$ cat src/rtl/dspt_params.svh
// Contract
// RULE1: Waveform mode 0x1 or 0x5 selects dual-slope
// RULE2: Top is 0xFF, or compare A value
// RULE3: Count up to top, hold once, down
// RULE4: Mode two clears up, sets down; three inverts
// RULE5: Overflow flag set whenever counter reaches bottom
// RULE6: Compare bottom gives low, max gives high
// RULE7: Leaving max, bottom acts as up-match
// RULE8: Missed up-match still transitions at bottom
// RULE9: Period is 510 prescaled ticks, selectable prescale
// RULE10: Software sets pin direction to output
// RULE11: Async writes land after two oscillator edges
// RULE12: Busy flag per register, clears on transfer
// RULE13: Software waits for busy before rewriting
// RULE14: No compare match while write pending
// RULE15: Software follows safe clock-switch sequence
// RULE16: Wake request starts on next timer cycle
// RULE17: Count read via holding register, refreshed per edge
// RULE18: After wake, old count until next edge
// RULE19: Async flags arrive three cycles plus one tick
// RULE20: Output pin changes on timer tick directly
// RULE21: Software waits busy clear before sleeping again
// RULE22: Software treats registers invalid after deep sleep
// RULE23: Async select switches clock to oscillator input
// RULE24: Prescale 1..1024 or stop, with reset bit
// RULE25: Compare equal top: action done at top
// RULE26: Counter advances only on prescaled tick
// RULE27: Busy set on write, cleared on transfer
`ifndef DSPT_PARAMS_SVH
`define DSPT_PARAMS_SVH

// Register byte offsets
`define DSPT_OFF_CTRL_A 8'h00
`define DSPT_OFF_CTRL_B 8'h04
`define DSPT_OFF_COUNT 8'h08
`define DSPT_OFF_CMP_A 8'h0c
`define DSPT_OFF_CMP_B 8'h10
`define DSPT_OFF_ASYNC 8'h14
`define DSPT_OFF_FLAGS 8'h18
`define DSPT_OFF_IRQ_EN 8'h1c
`define DSPT_OFF_PSC_RST 8'h20

// Slot indices of the buffered registers
`define DSPT_SLOT_CTRL_A 0
`define DSPT_SLOT_CTRL_B 1
`define DSPT_SLOT_COUNT 2
`define DSPT_SLOT_CMP_A 3
`define DSPT_SLOT_CMP_B 4
`define DSPT_NUM_SLOTS 5

// Field positions
`define DSPT_ASYNC_SEL_BIT 5
`define DSPT_WAVEFORM_MODE_FIELD_BIT 3
`define DSPT_FLAG_OVF 0
`define DSPT_FLAG_CMP_A 1
`define DSPT_FLAG_CMP_B 2

// Reset and mode values
`define DSPT_RST_BYTE 8'h00
`define DSPT_MODE_DUAL_FIXED 3'h1
`define DSPT_MODE_DUAL_CMPA 3'h5
`define DSPT_TOP_FIXED 8'hff
`define DSPT_BOTTOM 8'h00

// Prescaler masks (divide by mask + 1)
`define DSPT_MASK_1 10'h000
`define DSPT_MASK_8 10'h007
`define DSPT_MASK_32 10'h01f
`define DSPT_MASK_64 10'h03f
`define DSPT_MASK_128 10'h07f
`define DSPT_MASK_256 10'h0ff
`define DSPT_MASK_1024 10'h3ff

// Timing counts
`define DSPT_ASYNC_EDGES 2'h2
`define DSPT_FLAG_SYNC_CYC 3

`endif

$ cat src/rtl/dspt_pkg.sv
`default_nettype none
package dspt_pkg;
  // Bus data word
  typedef logic [31:0] dspt_word_t;
  // Timer register byte
  typedef logic [7:0] dspt_byte_t;
  // Prescaler selection
  typedef enum logic [2:0] {
    DSPT_CS_STOP = 3'b000,
    DSPT_CS_DIV1 = 3'b001,
    DSPT_CS_DIV8 = 3'b010,
    DSPT_CS_DIV32 = 3'b011,
    DSPT_CS_DIV64 = 3'b100,
    DSPT_CS_DIV128 = 3'b101,
    DSPT_CS_DIV256 = 3'b110,
    DSPT_CS_DIV1024 = 3'b111
  } dspt_clksel_t;
endpackage
`default_nettype wire

$ cat src/rtl/dspt_async_slot.sv
`include "dspt_params.svh"
`default_nettype none
module dspt_async_slot (
  input wire logic clk_i,
  input wire logic rst_i,
  input wire logic wr_i,
  input wire dspt_pkg::dspt_byte_t wdata_i,
  input wire logic async_i,
  input wire logic edge_i,
  output dspt_pkg::dspt_byte_t dest_o,
  output logic load_o,
  output logic busy_o
);
  import dspt_pkg::*;

  dspt_byte_t temp_r; // Temporary holding register
  logic [1:0] edges_r; // Oscillator edges seen since the write
  logic xfer_w; // Transfer completes this cycle

  // Sync mode moves on the next cycle; async waits for the second edge
  assign xfer_w = busy_o && !wr_i && (!async_i || (edge_i && edges_r == `DSPT_ASYNC_EDGES - 2'h1));

  // Temporary register, edge count and busy flag; a new write wins
  always_ff @(posedge clk_i) begin
    if (rst_i) begin
      temp_r <= `DSPT_RST_BYTE;
      edges_r <= 2'h0;
      busy_o <= 1'b0;
    end else if (wr_i) begin
      temp_r <= wdata_i; // RULE11
      edges_r <= 2'h0;
      busy_o <= 1'b1; // RULE27
    end else if (xfer_w) begin
      busy_o <= 1'b0; // RULE12
    end else if (busy_o && edge_i) begin
      edges_r <= edges_r + 2'h1;
    end
  end

  // Destination and its one-cycle load strobe
  always_ff @(posedge clk_i) begin
    if (rst_i) begin
      dest_o <= `DSPT_RST_BYTE;
      load_o <= 1'b0;
    end else begin
      load_o <= xfer_w;
      if (xfer_w) begin
        dest_o <= temp_r; // RULE11
      end
    end
  end
endmodule
`default_nettype wire

$ cat src/rtl/dspt_prescaler.sv
`include "dspt_params.svh"
`default_nettype none
module dspt_prescaler (
  input wire logic clk_i,
  input wire logic rst_i,
  input wire logic src_tick_i,
  input wire dspt_pkg::dspt_clksel_t sel_i,
  input wire logic clr_i,
  output logic tick_o
);
  import dspt_pkg::*;

  logic [9:0] div_r; // Shared divider chain
  logic [9:0] mask_w; // Low bits that must all be one

  // Divider advances on source ticks; reset bit restarts it
  always_ff @(posedge clk_i) begin
    if (rst_i || clr_i) begin
      div_r <= 10'h000; // RULE24
    end else if (src_tick_i) begin
      div_r <= div_r + 10'h001;
    end
  end

  // Select the division mask
  always_comb begin
    case (sel_i)
      DSPT_CS_DIV1: mask_w = `DSPT_MASK_1;
      DSPT_CS_DIV8: mask_w = `DSPT_MASK_8;
      DSPT_CS_DIV32: mask_w = `DSPT_MASK_32;
      DSPT_CS_DIV64: mask_w = `DSPT_MASK_64;
      DSPT_CS_DIV128: mask_w = `DSPT_MASK_128;
      DSPT_CS_DIV256: mask_w = `DSPT_MASK_256;
      DSPT_CS_DIV1024: mask_w = `DSPT_MASK_1024;
      default: mask_w = `DSPT_MASK_1;
    endcase
  end

  // Stop selection never ticks
  assign tick_o = src_tick_i && (sel_i != DSPT_CS_STOP) && ((div_r & mask_w) == mask_w); // RULE24
endmodule
`default_nettype wire

$ cat src/rtl/dspt_timer_top.sv
// The implementer's own choices: the register offsets and register access over Wishbone.
`include "dspt_params.svh"
`default_nettype none
module dspt_timer_top (
  input wire logic clk_i,
  input wire logic rst_i,
  input wire logic wb_cyc_i,
  input wire logic wb_stb_i,
  input wire logic wb_we_i,
  input wire logic [7:0] wb_adr_i,
  input wire logic [3:0] wb_sel_i,
  input wire dspt_pkg::dspt_word_t wb_dat_i,
  output logic wb_ack_o,
  output dspt_pkg::dspt_word_t wb_dat_o,
  input wire logic async_osc_input_i,
  output logic compare_out_pin_a_o,
  output logic compare_out_pin_b_o,
  output logic wake_request_o
);
  import dspt_pkg::*;

  // Bus decode
  logic req_w; // New request not yet answered
  logic wr_go_w; // Write with the data byte lane enabled
  logic [`DSPT_NUM_SLOTS-1:0] slot_wr_w; // Writes into buffered registers
  logic flags_wr_w; // Flag clear write
  logic psc_clr_w; // Prescaler reset strobe

  // Buffered registers
  dspt_byte_t slot_dest_w [`DSPT_NUM_SLOTS]; // Destination values
  logic [`DSPT_NUM_SLOTS-1:0] slot_load_w; // Transfer strobes
  logic [`DSPT_NUM_SLOTS-1:0] slot_busy_w; // Update-busy flags

  // Control state
  logic async_select_bit_r; // Oscillator pin clocks the timer
  logic [2:0] irq_en_r; // Overflow and compare enables
  logic [2:0] flag_r; // Overflow and compare flags
  logic osc_q_r; // Previous oscillator level
  logic osc_rise_w; // Oscillator rising edge
  logic src_tick_w; // Undivided timer clock enable
  logic timer_tick_enable; // Prescaled timer clock enable

  // Counter state
  dspt_byte_t count_value_r; // Running counter
  dspt_byte_t count_hold_r; // Bus-side copy of the counter
  logic count_up_r; // Counting direction
  logic [2:0] waveform_mode_field; // Mode select
  logic dual_w; // Dual-slope mode active
  dspt_byte_t top_w; // Current top
  logic at_top_w; // Counter sits at or beyond top on the up slope
  logic at_bottom_w; // Counter sits at bottom

  // Channel state
  dspt_byte_t compare_value_chan [2]; // Compare values, A then B
  logic [1:0] compare_output_mode_field [2]; // Output modes, A then B
  logic [1:0] hit_w; // Compare matches this tick
  logic [1:0] pin_r; // Output pin levels
  logic [1:0] was_max_r; // Compare value sat at top last turn
  logic [1:0] missed_r; // Up-slope match was skipped

  // Flag events and their synchroniser pipe
  logic [2:0] ev_w; // Raw events this tick
  logic [2:0] ev_d1_r; // Pipe stage one
  logic [2:0] ev_d2_r; // Pipe stage two
  logic [2:0] ev_d3_r; // Pipe stage three
  logic [2:0] set_w; // Events that set flags now
  logic wake_pend_r; // Enabled event awaiting a timer cycle

  assign req_w = wb_cyc_i && wb_stb_i && !wb_ack_o;
  assign wr_go_w = req_w && wb_we_i && wb_sel_i[0];
  assign flags_wr_w = wr_go_w && (wb_adr_i == `DSPT_OFF_FLAGS);
  assign psc_clr_w = wr_go_w && (wb_adr_i == `DSPT_OFF_PSC_RST) && wb_dat_i[0];

  // Decode writes to the buffered registers
  always_comb begin
    slot_wr_w = '0;
    slot_wr_w[`DSPT_SLOT_CTRL_A] = wr_go_w && (wb_adr_i == `DSPT_OFF_CTRL_A);
    slot_wr_w[`DSPT_SLOT_CTRL_B] = wr_go_w && (wb_adr_i == `DSPT_OFF_CTRL_B);
    slot_wr_w[`DSPT_SLOT_COUNT] = wr_go_w && (wb_adr_i == `DSPT_OFF_COUNT);
    slot_wr_w[`DSPT_SLOT_CMP_A] = wr_go_w && (wb_adr_i == `DSPT_OFF_CMP_A);
    slot_wr_w[`DSPT_SLOT_CMP_B] = wr_go_w && (wb_adr_i == `DSPT_OFF_CMP_B);
  end

  // One temporary register per buffered register, so writes never disturb each other
  genvar gi;
  generate
    for (gi = 0; gi < `DSPT_NUM_SLOTS; gi = gi + 1) begin : g_slot
      dspt_async_slot u_slot (
        .clk_i(clk_i),
        .rst_i(rst_i),
        .wr_i(slot_wr_w[gi]),
        .wdata_i(wb_dat_i[7:0]),
        .async_i(async_select_bit_r),
        .edge_i(osc_rise_w),
        .dest_o(slot_dest_w[gi]),
        .load_o(slot_load_w[gi]),
        .busy_o(slot_busy_w[gi])
      );
    end
  endgenerate

  // Field extraction from the control registers
  assign waveform_mode_field = {slot_dest_w[`DSPT_SLOT_CTRL_B][`DSPT_WAVEFORM_MODE_FIELD_BIT],
                                slot_dest_w[`DSPT_SLOT_CTRL_A][1:0]};
  assign compare_output_mode_field[0] = slot_dest_w[`DSPT_SLOT_CTRL_A][7:6];
  assign compare_output_mode_field[1] = slot_dest_w[`DSPT_SLOT_CTRL_A][5:4];
  assign compare_value_chan[0] = slot_dest_w[`DSPT_SLOT_CMP_A];
  assign compare_value_chan[1] = slot_dest_w[`DSPT_SLOT_CMP_B];
  assign dual_w = (waveform_mode_field == `DSPT_MODE_DUAL_FIXED) ||
                  (waveform_mode_field == `DSPT_MODE_DUAL_CMPA); // RULE1
  assign top_w = (waveform_mode_field == `DSPT_MODE_DUAL_CMPA) ?
                 compare_value_chan[0] : `DSPT_TOP_FIXED; // RULE2
  assign at_top_w = count_up_r && (count_value_r >= top_w);
  assign at_bottom_w = (count_value_r == `DSPT_BOTTOM);

  // Oscillator input is sampled on clk; its rising edge is the async source tick
  always_ff @(posedge clk_i) begin
    if (rst_i) begin
      osc_q_r <= 1'b0;
    end else begin
      osc_q_r <= async_osc_input_i;
    end
  end
  assign osc_rise_w = async_osc_input_i && !osc_q_r;
  assign src_tick_w = async_select_bit_r ? osc_rise_w : 1'b1; // RULE23

  dspt_prescaler u_psc (
    .clk_i(clk_i),
    .rst_i(rst_i),
    .src_tick_i(src_tick_w),
    .sel_i(dspt_clksel_t'(slot_dest_w[`DSPT_SLOT_CTRL_B][2:0])),
    .clr_i(psc_clr_w),
    .tick_o(timer_tick_enable)
  );

  // Clock source select and interrupt enables are written directly
  always_ff @(posedge clk_i) begin
    if (rst_i) begin
      async_select_bit_r <= 1'b0;
      irq_en_r <= 3'h0;
    end else if (wr_go_w && wb_adr_i == `DSPT_OFF_ASYNC) begin
      async_select_bit_r <= wb_dat_i[`DSPT_ASYNC_SEL_BIT]; // RULE23
    end else if (wr_go_w && wb_adr_i == `DSPT_OFF_IRQ_EN) begin
      irq_en_r <= wb_dat_i[2:0];
    end
  end

  // Counter: a completed write loads it, otherwise it moves only on timer ticks
  always_ff @(posedge clk_i) begin
    if (rst_i) begin
      count_value_r <= `DSPT_BOTTOM;
      count_up_r <= 1'b1;
    end else if (slot_load_w[`DSPT_SLOT_COUNT]) begin
      count_value_r <= slot_dest_w[`DSPT_SLOT_COUNT];
    end else if (timer_tick_enable) begin // RULE26
      if (!dual_w) begin
        // Other modes just run upward
        count_value_r <= count_value_r + 8'h01;
        count_up_r <= 1'b1;
      end else if (at_top_w) begin
        // Top has been held for one tick; turn round
        count_up_r <= 1'b0; // RULE3
        count_value_r <= (top_w == `DSPT_BOTTOM) ? `DSPT_BOTTOM : count_value_r - 8'h01;
      end else if (count_up_r) begin
        count_value_r <= count_value_r + 8'h01; // RULE9
      end else if (at_bottom_w) begin
        count_up_r <= 1'b1;
        count_value_r <= (top_w == `DSPT_BOTTOM) ? `DSPT_BOTTOM : 8'h01; // RULE9
      end else begin
        count_value_r <= count_value_r - 8'h01;
      end
    end
  end

  // Each channel's match is blocked while a counter write or its own compare write is in flight
  always_comb begin
    hit_w[0] = timer_tick_enable && (count_value_r == compare_value_chan[0]) &&
               !slot_busy_w[`DSPT_SLOT_COUNT] && !slot_busy_w[`DSPT_SLOT_CMP_A]; // RULE14
    hit_w[1] = timer_tick_enable && (count_value_r == compare_value_chan[1]) &&
               !slot_busy_w[`DSPT_SLOT_COUNT] && !slot_busy_w[`DSPT_SLOT_CMP_B]; // RULE14
  end

  // Output waveform per channel, updated straight on the timer tick
  always_ff @(posedge clk_i) begin
    if (rst_i) begin
      pin_r <= 2'b00;
      was_max_r <= 2'b00;
      missed_r <= 2'b00;
    end else begin
      for (int ch = 0; ch < 2; ch++) begin
        if (!dual_w || !compare_output_mode_field[ch][1]) begin
          // Disconnected or not a dual-slope mode
          pin_r[ch] <= 1'b0;
          missed_r[ch] <= 1'b0;
        end else if (slot_load_w[`DSPT_SLOT_COUNT]) begin
          // Starting above the compare value skips the up-slope match
          missed_r[ch] <= slot_dest_w[`DSPT_SLOT_COUNT] > compare_value_chan[ch]; // RULE8
        end else if (timer_tick_enable) begin // RULE20
          if (hit_w[ch] && at_top_w) begin
            // Match at top acts as the down-slope action
            pin_r[ch] <= !compare_output_mode_field[ch][0]; // RULE25
          end else if (hit_w[ch] && at_bottom_w) begin
            // Bottom is the start of the up slope
            pin_r[ch] <= compare_output_mode_field[ch][0]; // RULE6
          end else if (hit_w[ch]) begin
            // Mode two clears going up and sets going down; mode three inverts
            pin_r[ch] <= count_up_r ? compare_output_mode_field[ch][0]
                                    : !compare_output_mode_field[ch][0]; // RULE4
          end else if (at_bottom_w && !count_up_r &&
                       ((was_max_r[ch] && compare_value_chan[ch] != top_w) || missed_r[ch])) begin
            // Keep the waveform symmetric around bottom without a match
            pin_r[ch] <= compare_output_mode_field[ch][0]; // RULE7
          end
          if (at_top_w) begin
            was_max_r[ch] <= (compare_value_chan[ch] == top_w);
          end
          if (at_bottom_w) begin
            missed_r[ch] <= 1'b0; // RULE8
          end
        end
      end
    end
  end
  assign compare_out_pin_a_o = pin_r[0];
  assign compare_out_pin_b_o = pin_r[1];

  // Raw flag events of this tick
  always_comb begin
    ev_w = 3'h0;
    ev_w[`DSPT_FLAG_OVF] = timer_tick_enable &&
                           (dual_w ? at_bottom_w : count_value_r == `DSPT_TOP_FIXED); // RULE5
    ev_w[`DSPT_FLAG_CMP_A] = hit_w[0];
    ev_w[`DSPT_FLAG_CMP_B] = hit_w[1];
  end

  // Async flags cross through a three-cycle pipe; sync flags set at once
  always_ff @(posedge clk_i) begin
    if (rst_i) begin
      ev_d1_r <= 3'h0;
      ev_d2_r <= 3'h0;
      ev_d3_r <= 3'h0;
    end else begin
      ev_d1_r <= async_select_bit_r ? ev_w : 3'h0; // RULE19
      ev_d2_r <= ev_d1_r;
      ev_d3_r <= ev_d2_r;
    end
  end
  assign set_w = async_select_bit_r ? ev_d3_r : (ev_w | ev_d3_r); // RULE19

  // Flags: write one to clear, a same-cycle event wins
  always_ff @(posedge clk_i) begin
    if (rst_i) begin
      flag_r <= 3'h0;
    end else begin
      flag_r <= (flag_r & ~(flags_wr_w ? wb_dat_i[2:0] : 3'h0)) | set_w; // RULE5
    end
  end

  // Wake request goes out on the timer cycle after an enabled event
  always_ff @(posedge clk_i) begin
    if (rst_i) begin
      wake_pend_r <= 1'b0;
      wake_request_o <= 1'b0;
    end else begin
      wake_request_o <= wake_pend_r && src_tick_w; // RULE16
      if ((ev_w & irq_en_r) != 3'h0) begin
        wake_pend_r <= 1'b1;
      end else if (src_tick_w) begin
        wake_pend_r <= 1'b0;
      end
    end
  end

  // Counter copy for the bus, refreshed per oscillator edge in async mode
  always_ff @(posedge clk_i) begin
    if (rst_i) begin
      count_hold_r <= `DSPT_BOTTOM;
    end else if (!async_select_bit_r || osc_rise_w) begin
      count_hold_r <= count_value_r; // RULE17 RULE18
    end
  end

  // Bus answer: ack one cycle after the request, unmapped reads return zero
  always_ff @(posedge clk_i) begin
    if (rst_i) begin
      wb_ack_o <= 1'b0;
      wb_dat_o <= '0;
    end else begin
      wb_ack_o <= req_w;
      wb_dat_o <= '0;
      if (req_w && !wb_we_i) begin
        case (wb_adr_i)
          `DSPT_OFF_CTRL_A: wb_dat_o[7:0] <= slot_dest_w[`DSPT_SLOT_CTRL_A];
          `DSPT_OFF_CTRL_B: wb_dat_o[7:0] <= slot_dest_w[`DSPT_SLOT_CTRL_B];
          `DSPT_OFF_COUNT: wb_dat_o[7:0] <= count_hold_r; // RULE17
          `DSPT_OFF_CMP_A: wb_dat_o[7:0] <= slot_dest_w[`DSPT_SLOT_CMP_A];
          `DSPT_OFF_CMP_B: wb_dat_o[7:0] <= slot_dest_w[`DSPT_SLOT_CMP_B];
          `DSPT_OFF_ASYNC: wb_dat_o[5:0] <= {async_select_bit_r, slot_busy_w}; // RULE12
          `DSPT_OFF_FLAGS: wb_dat_o[2:0] <= flag_r;
          `DSPT_OFF_IRQ_EN: wb_dat_o[2:0] <= irq_en_r;
          default: wb_dat_o <= '0;
        endcase
      end
    end
  end
endmodule
`default_nettype wire

$ cat config.mk
export PLATFORM = sky130hd
export DESIGN_NAME = dspt_timer_top
export DESIGN_NICKNAME = d
export VERILOG_FILES = /design/src/rtl/dspt_pkg.sv /design/src/rtl/dspt_async_slot.sv /design/src/rtl/dspt_prescaler.sv /design/src/rtl/dspt_timer_top.sv
export VERILOG_INCLUDE_DIRS = /design/src /design/src/rtl
export SDC_FILE = /design/constraint.sdc
export NUM_CORES = 1
export LEC_CHECK = 0
export ABC_AREA = 0
export BUFFER_PORTS_ARGS = -buffer_cell sky130_fd_sc_hd__buf_4
export CAP_MARGIN = 20
export CELL_PAD_IN_SITES_DETAIL_PLACEMENT = 0
export CELL_PAD_IN_SITES_GLOBAL_PLACEMENT = 1
export CORE_MARGIN = 3
export CORE_UTILIZATION = 40
export CTS_CLUSTER_DIAMETER = 60
export CTS_CLUSTER_SIZE = 14
export DETAILED_ROUTE_END_ITERATION = 8
export GPL_TIMING_DRIVEN = 0
export PLACE_DENSITY = 0.77
export RECOVER_POWER = 50
export REMOVE_ABC_BUFFERS = 1
export SLEW_MARGIN = 10
export SYNTH_ARGS = -nofsm -noshare
export SYNTH_HDL_FRONTEND = slang
export SYNTH_SLANG_ARGS = --single-unit
$ cat constraint.sdc
create_clock -name clk_i -period 2.9 [get_ports clk_i]
set_clock_uncertainty 0.2 [all_clocks]
set_input_delay 0.58 -clock clk_i [delete_from_list [all_inputs] [get_ports clk_i]]
set_output_delay 0.58 -clock clk_i [all_outputs]
set_load 0.02 [all_outputs]
# [After elaboration in Yosys (flattened, before gate mapping)]
# Index checks and enable logic that the tools add are counted.
[classes] mux=47 reduce_logical=122 eq_ne=29 addsub=8 n_lt_le_gt_ge=3 bitwise_logic=17
[op_table] cell="2-to-1 mux 8 bit" n=8
[op_table] cell="case mux 10 bit (6 select lines)" n=1
[op_table] cell="logical AND 1 bit" n=56
[op_table] cell="2-to-1 mux 1 bit" n=33
[op_table] cell="== test 8 x 5 -> 1 bit, second input constant" n=4
[op_table] cell="== test 8 bit" n=4
[op_table] cell="zero test 8 bit" n=3
[op_table] cell="case mux 3 bit (8 select lines)" n=1
[op_table] cell="zero test 1 bit" n=18
[op_table] cell="case mux 3 bit (6 select lines)" n=1
[op_table] cell="OR reduction 2 bit" n=9
[op_table] cell="== test 8 x 4 -> 1 bit, second input constant" n=2
[op_table] cell="greater-than comparator 8 bit" n=2
[op_table] cell="!= test 8 bit" n=2
[op_table] cell="AND reduction 2 bit" n=8
[op_table] cell="nonzero test 2 bit" n=8
[op_table] cell="== test 3 bit, second input constant" n=5
[op_table] cell="logical OR 1 bit" n=12
[op_table] cell="inverter 1 bit" n=11
[op_table] cell="adder 10 x 1 -> 10 bit, second input constant" n=1
[op_table] cell="adder 2 x 1 -> 2 bit, second input constant" n=5
[op_table] cell="bitwise AND 10 bit" n=1
[op_table] cell="== test 10 bit" n=1
[op_table] cell="== test 2 x 1 -> 1 bit, second input constant" n=5
[op_table] cell="other kinds (17)" n=25
[word_totals] wordCells=269 out_inout_bits=36 reg_bits=181 input_bits=50

# [Longest topological paths before layout]
[depth] ltp_word=11 depth_mapped=13

# [Cells and area by module]
# From an unflattened synthesis, not the netlist that was laid out.
[unflattened] hier_cells=1005 hier_area_um2=8812.2
[by_module_without_submodules] module="dspt_async_slot" n_inst=5 area_per_inst_um2=843.3 cells_each=82
[by_module_without_submodules] module="dspt_timer_top" n_inst=1 area_per_inst_um2=4068.9 cells_each=534
[by_module_without_submodules] module="dspt_prescaler" n_inst=1 area_per_inst_um2=526.8 cells_each=61

# [Least setup slack after synthesis]
# OpenSTA, ideal clock, no wires.
[synth_path] path_kind="register to register" from="register g_slot[0].u_slot.dest_o[1]" to="register pin_r[0]" slack_ns=-0.178 setup_time_ns=0.131 path_stages_with_launch=12 synth_period_minus_slack_ns=3.078 path_buffers=0 t_required_ns=2.569 t_arrival_ns=2.747 cell_sequence="dfxtp_1 > nand3b_1 > or2_2 > ha_1 > nand2b_1 > a2111oi_0 > o311ai_0 > and3_1 > or2_2 > mux2_2 > o21ai_0 > a211oi_1"
[synth_via] elab_chain_len=8 word_cells_on_any_way=17
[synth_rtl] item="start: declaration" line="dspt_async_slot.sv:10" source="output dspt_pkg::dspt_byte_t dest_o,"
[synth_rtl] item="start signal: assignment" line="dspt_async_slot.sv:43" source="dest_o <= `DSPT_RST_BYTE;"
[synth_rtl] item="start signal: assignment" line="dspt_async_slot.sv:48" source="dest_o <= temp_r;"
[synth_rtl] item="parallel branches: the longest is 8 deep, another holds >= comparator 8 bit"
[synth_rtl] item="end signal: indexed assignment" line="dspt_timer_top.sv:204" source="pin_r[ch] <= compare_output_mode_field[ch][0];"
[synth_rtl] item="end signal: indexed assignment" line="dspt_timer_top.sv:207" source="pin_r[ch] <= count_up_r ? compare_output_mode_field[ch][0]"
[synth_rtl] item="end signal: indexed assignment" line="dspt_timer_top.sv:212" source="pin_r[ch] <= compare_output_mode_field[ch][0];"
[synth_rtl] item="end: declaration" line="dspt_timer_top.sv:57" source="logic [1:0] pin_r;"
# Several ways; the timed one is not identified.
# A chain may end at the register's enable or synchronous reset.

# [Worst setup path in the final report]
# Same ends and word-level chain as after synthesis.

==> flow_results.org <==
** Place
- The wire-length estimate of the detail-placed layout is 15900 µm.
- Worst slack at placement :: -1070 ps
- During placement, the flow inserted port buffers numbering 34.
- In this run the cell area measured after placement is ~8400 µm².
- Global placer's final weighted congestion :: 0.860

** Logic synthesis
- Number of cells produced by synthesis :: 992
- Largest area contributor in the netlist :: dfxtp_1
- The synthesized design contains 0 enable-type register cells.
- The most used flip-flop cell after synthesis is dfxtp_1.
- During synthesis, Yosys emitted a total of 0 warnings.
- In the synthesized netlist the async set-or-reset flop fraction comes to 0%.
- Of the synthesized area, sequential elements account for 38.4%.
- The synthesized netlist occupies a cell area of slightly above 8000 µm².
- Post-synthesis average cell area :: 8.25 µm²
- By area, the combinational part of the netlist is dominated by simple AND/OR/NAND/NOR gates.
- The number of different library cells used by synthesis comes to 74.
- Number of flip-flops and latches in the synthesized netlist :: 157
- The synthesized netlist devotes 14.6% of its cell area to compound gates.
- Fraction of the mapped netlist area in simple logic gates :: 23.2%
- In this run the biggest area consumer among cell types represents between 30 and 40% of the synthesized area.
- Fraction of the mapped netlist area in adder cells :: approximately 5.0%
- Measured against the total synthesized area, the mux share comes to 7.48%.
- Ranked by total cell area, the synthesized netlist is headed by dfxtp_1 (38%), nand2_1 (7.0%), mux2i_1 (6.2%).
- Post-synthesis xor/xnor area fraction :: ~4.0%

** Clock tree
- Clock tree from TritonCTS :: built
- CTS H-tree lvls :: 4
- # hold bufs at CTS :: 0
- Worst-Skew Late Latency :: around 430 ps
- TritonCTS created 17 clock buffers.
- The clock drives 157 sinks.
- The tree is rooted in a clkbuf_16.
- Buffer levels on the longest clock path :: 2
- Clock transition time at the flip-flop clock pins of the worst setup and hold paths :: 60 ps

** Cells and area
- Post-route cell area :: about 9300 µm²
- Cells fill 47.2% of the core in the end.
- Leaving out fill and tap cells, the most frequent cell in the layout is dfxtp_1.
- The post-route netlist has approximately 14% of its cells at a drive strength greater than 1.
- Leading cell types in the layout, fill and taps excluded :: dfxtp_1 (151), nand2_1 (150), nor2_1 (105)
- Area delta synth->final :: 14.2%
- The layout has roughly 2.0k filler cells.
- The repair_antennas step left the layout with diodes totalling 0.
- Nets@finish :: 1079

** Die
- The region available for standard cell placement spans 19800 µm².
- Row count :: 51
- Overall die width :: about 150 µm
- 86 I/O pins were placed.
- Height of the die :: 149 µm
- The floorplan step defined a die boundary enclosing 22200 µm².
- Initial standard-cell utilization of the core :: between 40% and 50%

** Worst setup path
- Crit path capture type :: flip-flop
- The setup check on the worst reg-to-reg path leaves a slack of -170 ps.
- STA classifies the critical path startpoint as a flip-flop.
- Count of cells along the worst register-to-register path :: 11
- At the worst endpoint, the required time is 3000 ps.
- FF-to-FF Start :: g_slot[0].u_slot.dest_o[1]$_SDFFE_PP0P_
- Worst Setup Path Type :: flip-flop to flip-flop
- Cell type with the highest occurrence count on the critical path :: or2_4
- Worst-path cell with the longest stage delay :: a2111oi_4
- Arrival time of the worst setup path :: 3170 ps
- Capture point of the worst reg-to-reg path :: pin_r[0]$_SDFFE_PP0P_
- Walking the worst path, the cells encountered are nand3b_1 > or2_4 > ha_4 > nand2b_4 > a2111oi_4 > o311ai_2 > and3_4 > or2_4 > mux2_4 > o21ai_2 > a211oi_2.
- In this design, the stage delay of the slowest critical-path cell is 380 ps.
- Worst-path maximum fanout :: 3

** Global routing
- Vias in the first global route :: 6345
- Global routing used 21.1% of the available tracks.
- Overall overflow remaining after global route :: 0
- The initial antenna violation count came to 0.
- Largest net degree at the start of global routing :: between 100 and 150
- First-pass GRT wire length :: 36600 µm

** Routing
- After detailed routing, the number of remaining DRC violations is 0.
- The detailed router put a total of 10900 µm of wire on met1.
- Routed met2 length :: ~11000 µm
- Using the TritonRoute via totals, the vias-per-cell ratio works out to 5.43.
- Before antenna repair, the detailed router went through 5 iterations.
- Number of nets with antenna violations after routing :: 0
- Routed met3 length :: 1180 µm
- For this block, the initial DRC count from the detailed router was 550.
- Routed wire length per instance :: 18.2 µm
- Final wirelength :: 23200 µm
- Top layer in use :: met4
- Vias after detailed routing :: 6913

** Timing
- The smallest clock period supported by the final layout is computed as 3070 ps.
- Total setup violations reported at the end of the flow :: 9
- After routing, the total negative slack on setup checks comes to -569 ps.
- The number of max-slew violations in the final report came to 0.
- Normalized max-slew margin :: between 20% and 30%
- Pin slew with the least headroom to its limit :: 1080 ps
- Setup repair after global routing could not meet its margin everywhere.
- Dividing the final minimum period by the clock period gives 106%.
- The tightest hold path in the finished design has a slack of 175 ps.
- Number of endpoints with negative hold slack in the final report :: 0
- Final worst slack :: -166 ps
- Highest clock frequency the design can meet :: 0.326 GHz

** Power
- In this run the static leakage power is 3.44 nW.
- In this run the power density over the cells is 509 nW/µm².
- Maximum resistive drop on vdd :: between 0.3 and 0.4 mV

** Flow run
- # Max-Cap Violations :: 0

** Hold path
- Hold endpoint :: osc_q_r$_SDFF_PP0_
- Start point of the worst hold path :: async_osc_input_i
- Hold depth :: 2
- The min-delay analysis places its worst path in the category primary input to flip-flop.

** Outcome
- Status :: complete, but fails checks
- Violated checks :: setup timing
per-layer routing:
metal	up-vias	track usage [%]
met5	-	0
met1	3295	30.2
li1	3397	-
met2	185	32.2
met3	36	4.01
met4	0	6.86
worst max-delay path: cells and delay by family (launching register included):
family | cells | cell delay, ps
flops | 1 | 350
compound gates | 4 | 770
mux | 1 | 270
fa+ha+maj | 1 | 230
simple gates | 5 | 1100
state kept, by name, indices dropped and copies added (netlist names), 3 cells and up:
name and flops:
flag_r 3, count_value_r 8, ev_d2_r 3, g_slot.u_slot.busy_o 5
irq_en_r 3, ev_d3_r 3, ev_d1_r 3, u_psc.div_r 10
wb_dat_o 8, count_hold_r 8, g_slot.u_slot.dest_o 40, g_slot.u_slot.temp_r 40
g_slot.u_slot.edges_r 10
cells in the mapped netlist (all sizes together) (7+ instances only):
| cell | count |
|---|---|
| a2111oi | 7 |
| a21o | 8 |
| a21oi | 84 |
| a221oi | 12 |
| a22oi | 7 |
| a31oi | 7 |
| and2 | 8 |
| and3 | 14 |
| buf | 38 |
| clkbuf | 52 |
| dfxtp | 157 |
| ha | 33 |
| inv | 33 |
| mux2 | 9 |
| mux2i | 51 |
| nand2 | 155 |
| nand2b | 9 |
| nand3 | 21 |
| nand4 | 11 |
| nor2 | 111 |
| nor2b | 13 |
| nor3 | 24 |
| nor4 | 10 |
| o21ai | 16 |
| xnor2 | 18 |
| xor2 | 19 |
report_power, final:
part | internal [mW] | switching (mW) | total (mW) | leakage [nW]
Sequential | 2.16 | 0.00390 | 2.16 | 1.27
Combinational | 0.0381 | 0.121 | 0.159 | 1.87
Clock | 1.50 | 0.936 | 2.43 | 0.305
Total | 3.69 | 1.06 | 4.76 | 3.44
metrics by stage:
stage / total power [mW] / std cells
2_1_floorplan: 2.27 / 925
3_3_place_gp: 2.37 / 1224
3_5_place_dp: 2.37 / 1226
4_1_cts: 4.79 / 1266
5_1_grt: 4.89 / 1273
6_report: 4.76 / 1273
worst max path at each step:
stage,startpoint,end,slack [ps],cells past startpoint
global route,g_slot[0].u_slot.dest_o[1]$_SDFFE_PP0P_,pin_r[0]$_SDFFE_PP0P_,-220,11
global placement,async_osc_input_i,count_value_r[0]$_SDFFE_PP0P_,-1700,8
floorplan,g_slot[0].u_slot.dest_o[1]$_SDFFE_PP0P_,pin_r[0]$_SDFFE_PP0P_,-390,11
finish,g_slot[0].u_slot.dest_o[1]$_SDFFE_PP0P_,pin_r[0]$_SDFFE_PP0P_,-170,11
detailed placement,async_osc_input_i,count_value_r[0]$_SDFFE_PP0P_,-1070,9
CTS,g_slot[0].u_slot.dest_o[1]$_SDFFE_PP0P_,pin_r[0]$_SDFFE_PP0P_,-50,11
cells by family (layout without fill, tap and decap cells):
group	count (synthesis)	in the layout
buffers and inverters	123	116
adders and majority gates	33	33
DFF	157	157
other	1	24
and+or+nand+nor	397	397
AOI/OAI and AO/OA	184	184
xor gates and xnor gates	37	37
muxes	60	60
repair_timing:
item / 4_1_cts / 5_1_grt
setup endpoints to repair: 27 / 18
setup buffers: 9 / 7
resized for setup: 34 / 29
pin swaps: 9 / 15
cell type report:
cell class              count  area [µm²]  share of cell area (%)
multi-input cells         735        4740                    50.8
flip-flops and latches    157        3150                    33.8
clock buffers              20         457                    4.89
repair buffers             52         350                    3.75
well taps                 265         332                    3.55
clock inverters            11         181                    1.94
inverters                  33         124                    1.33
(Power assumes the default switching activity.)
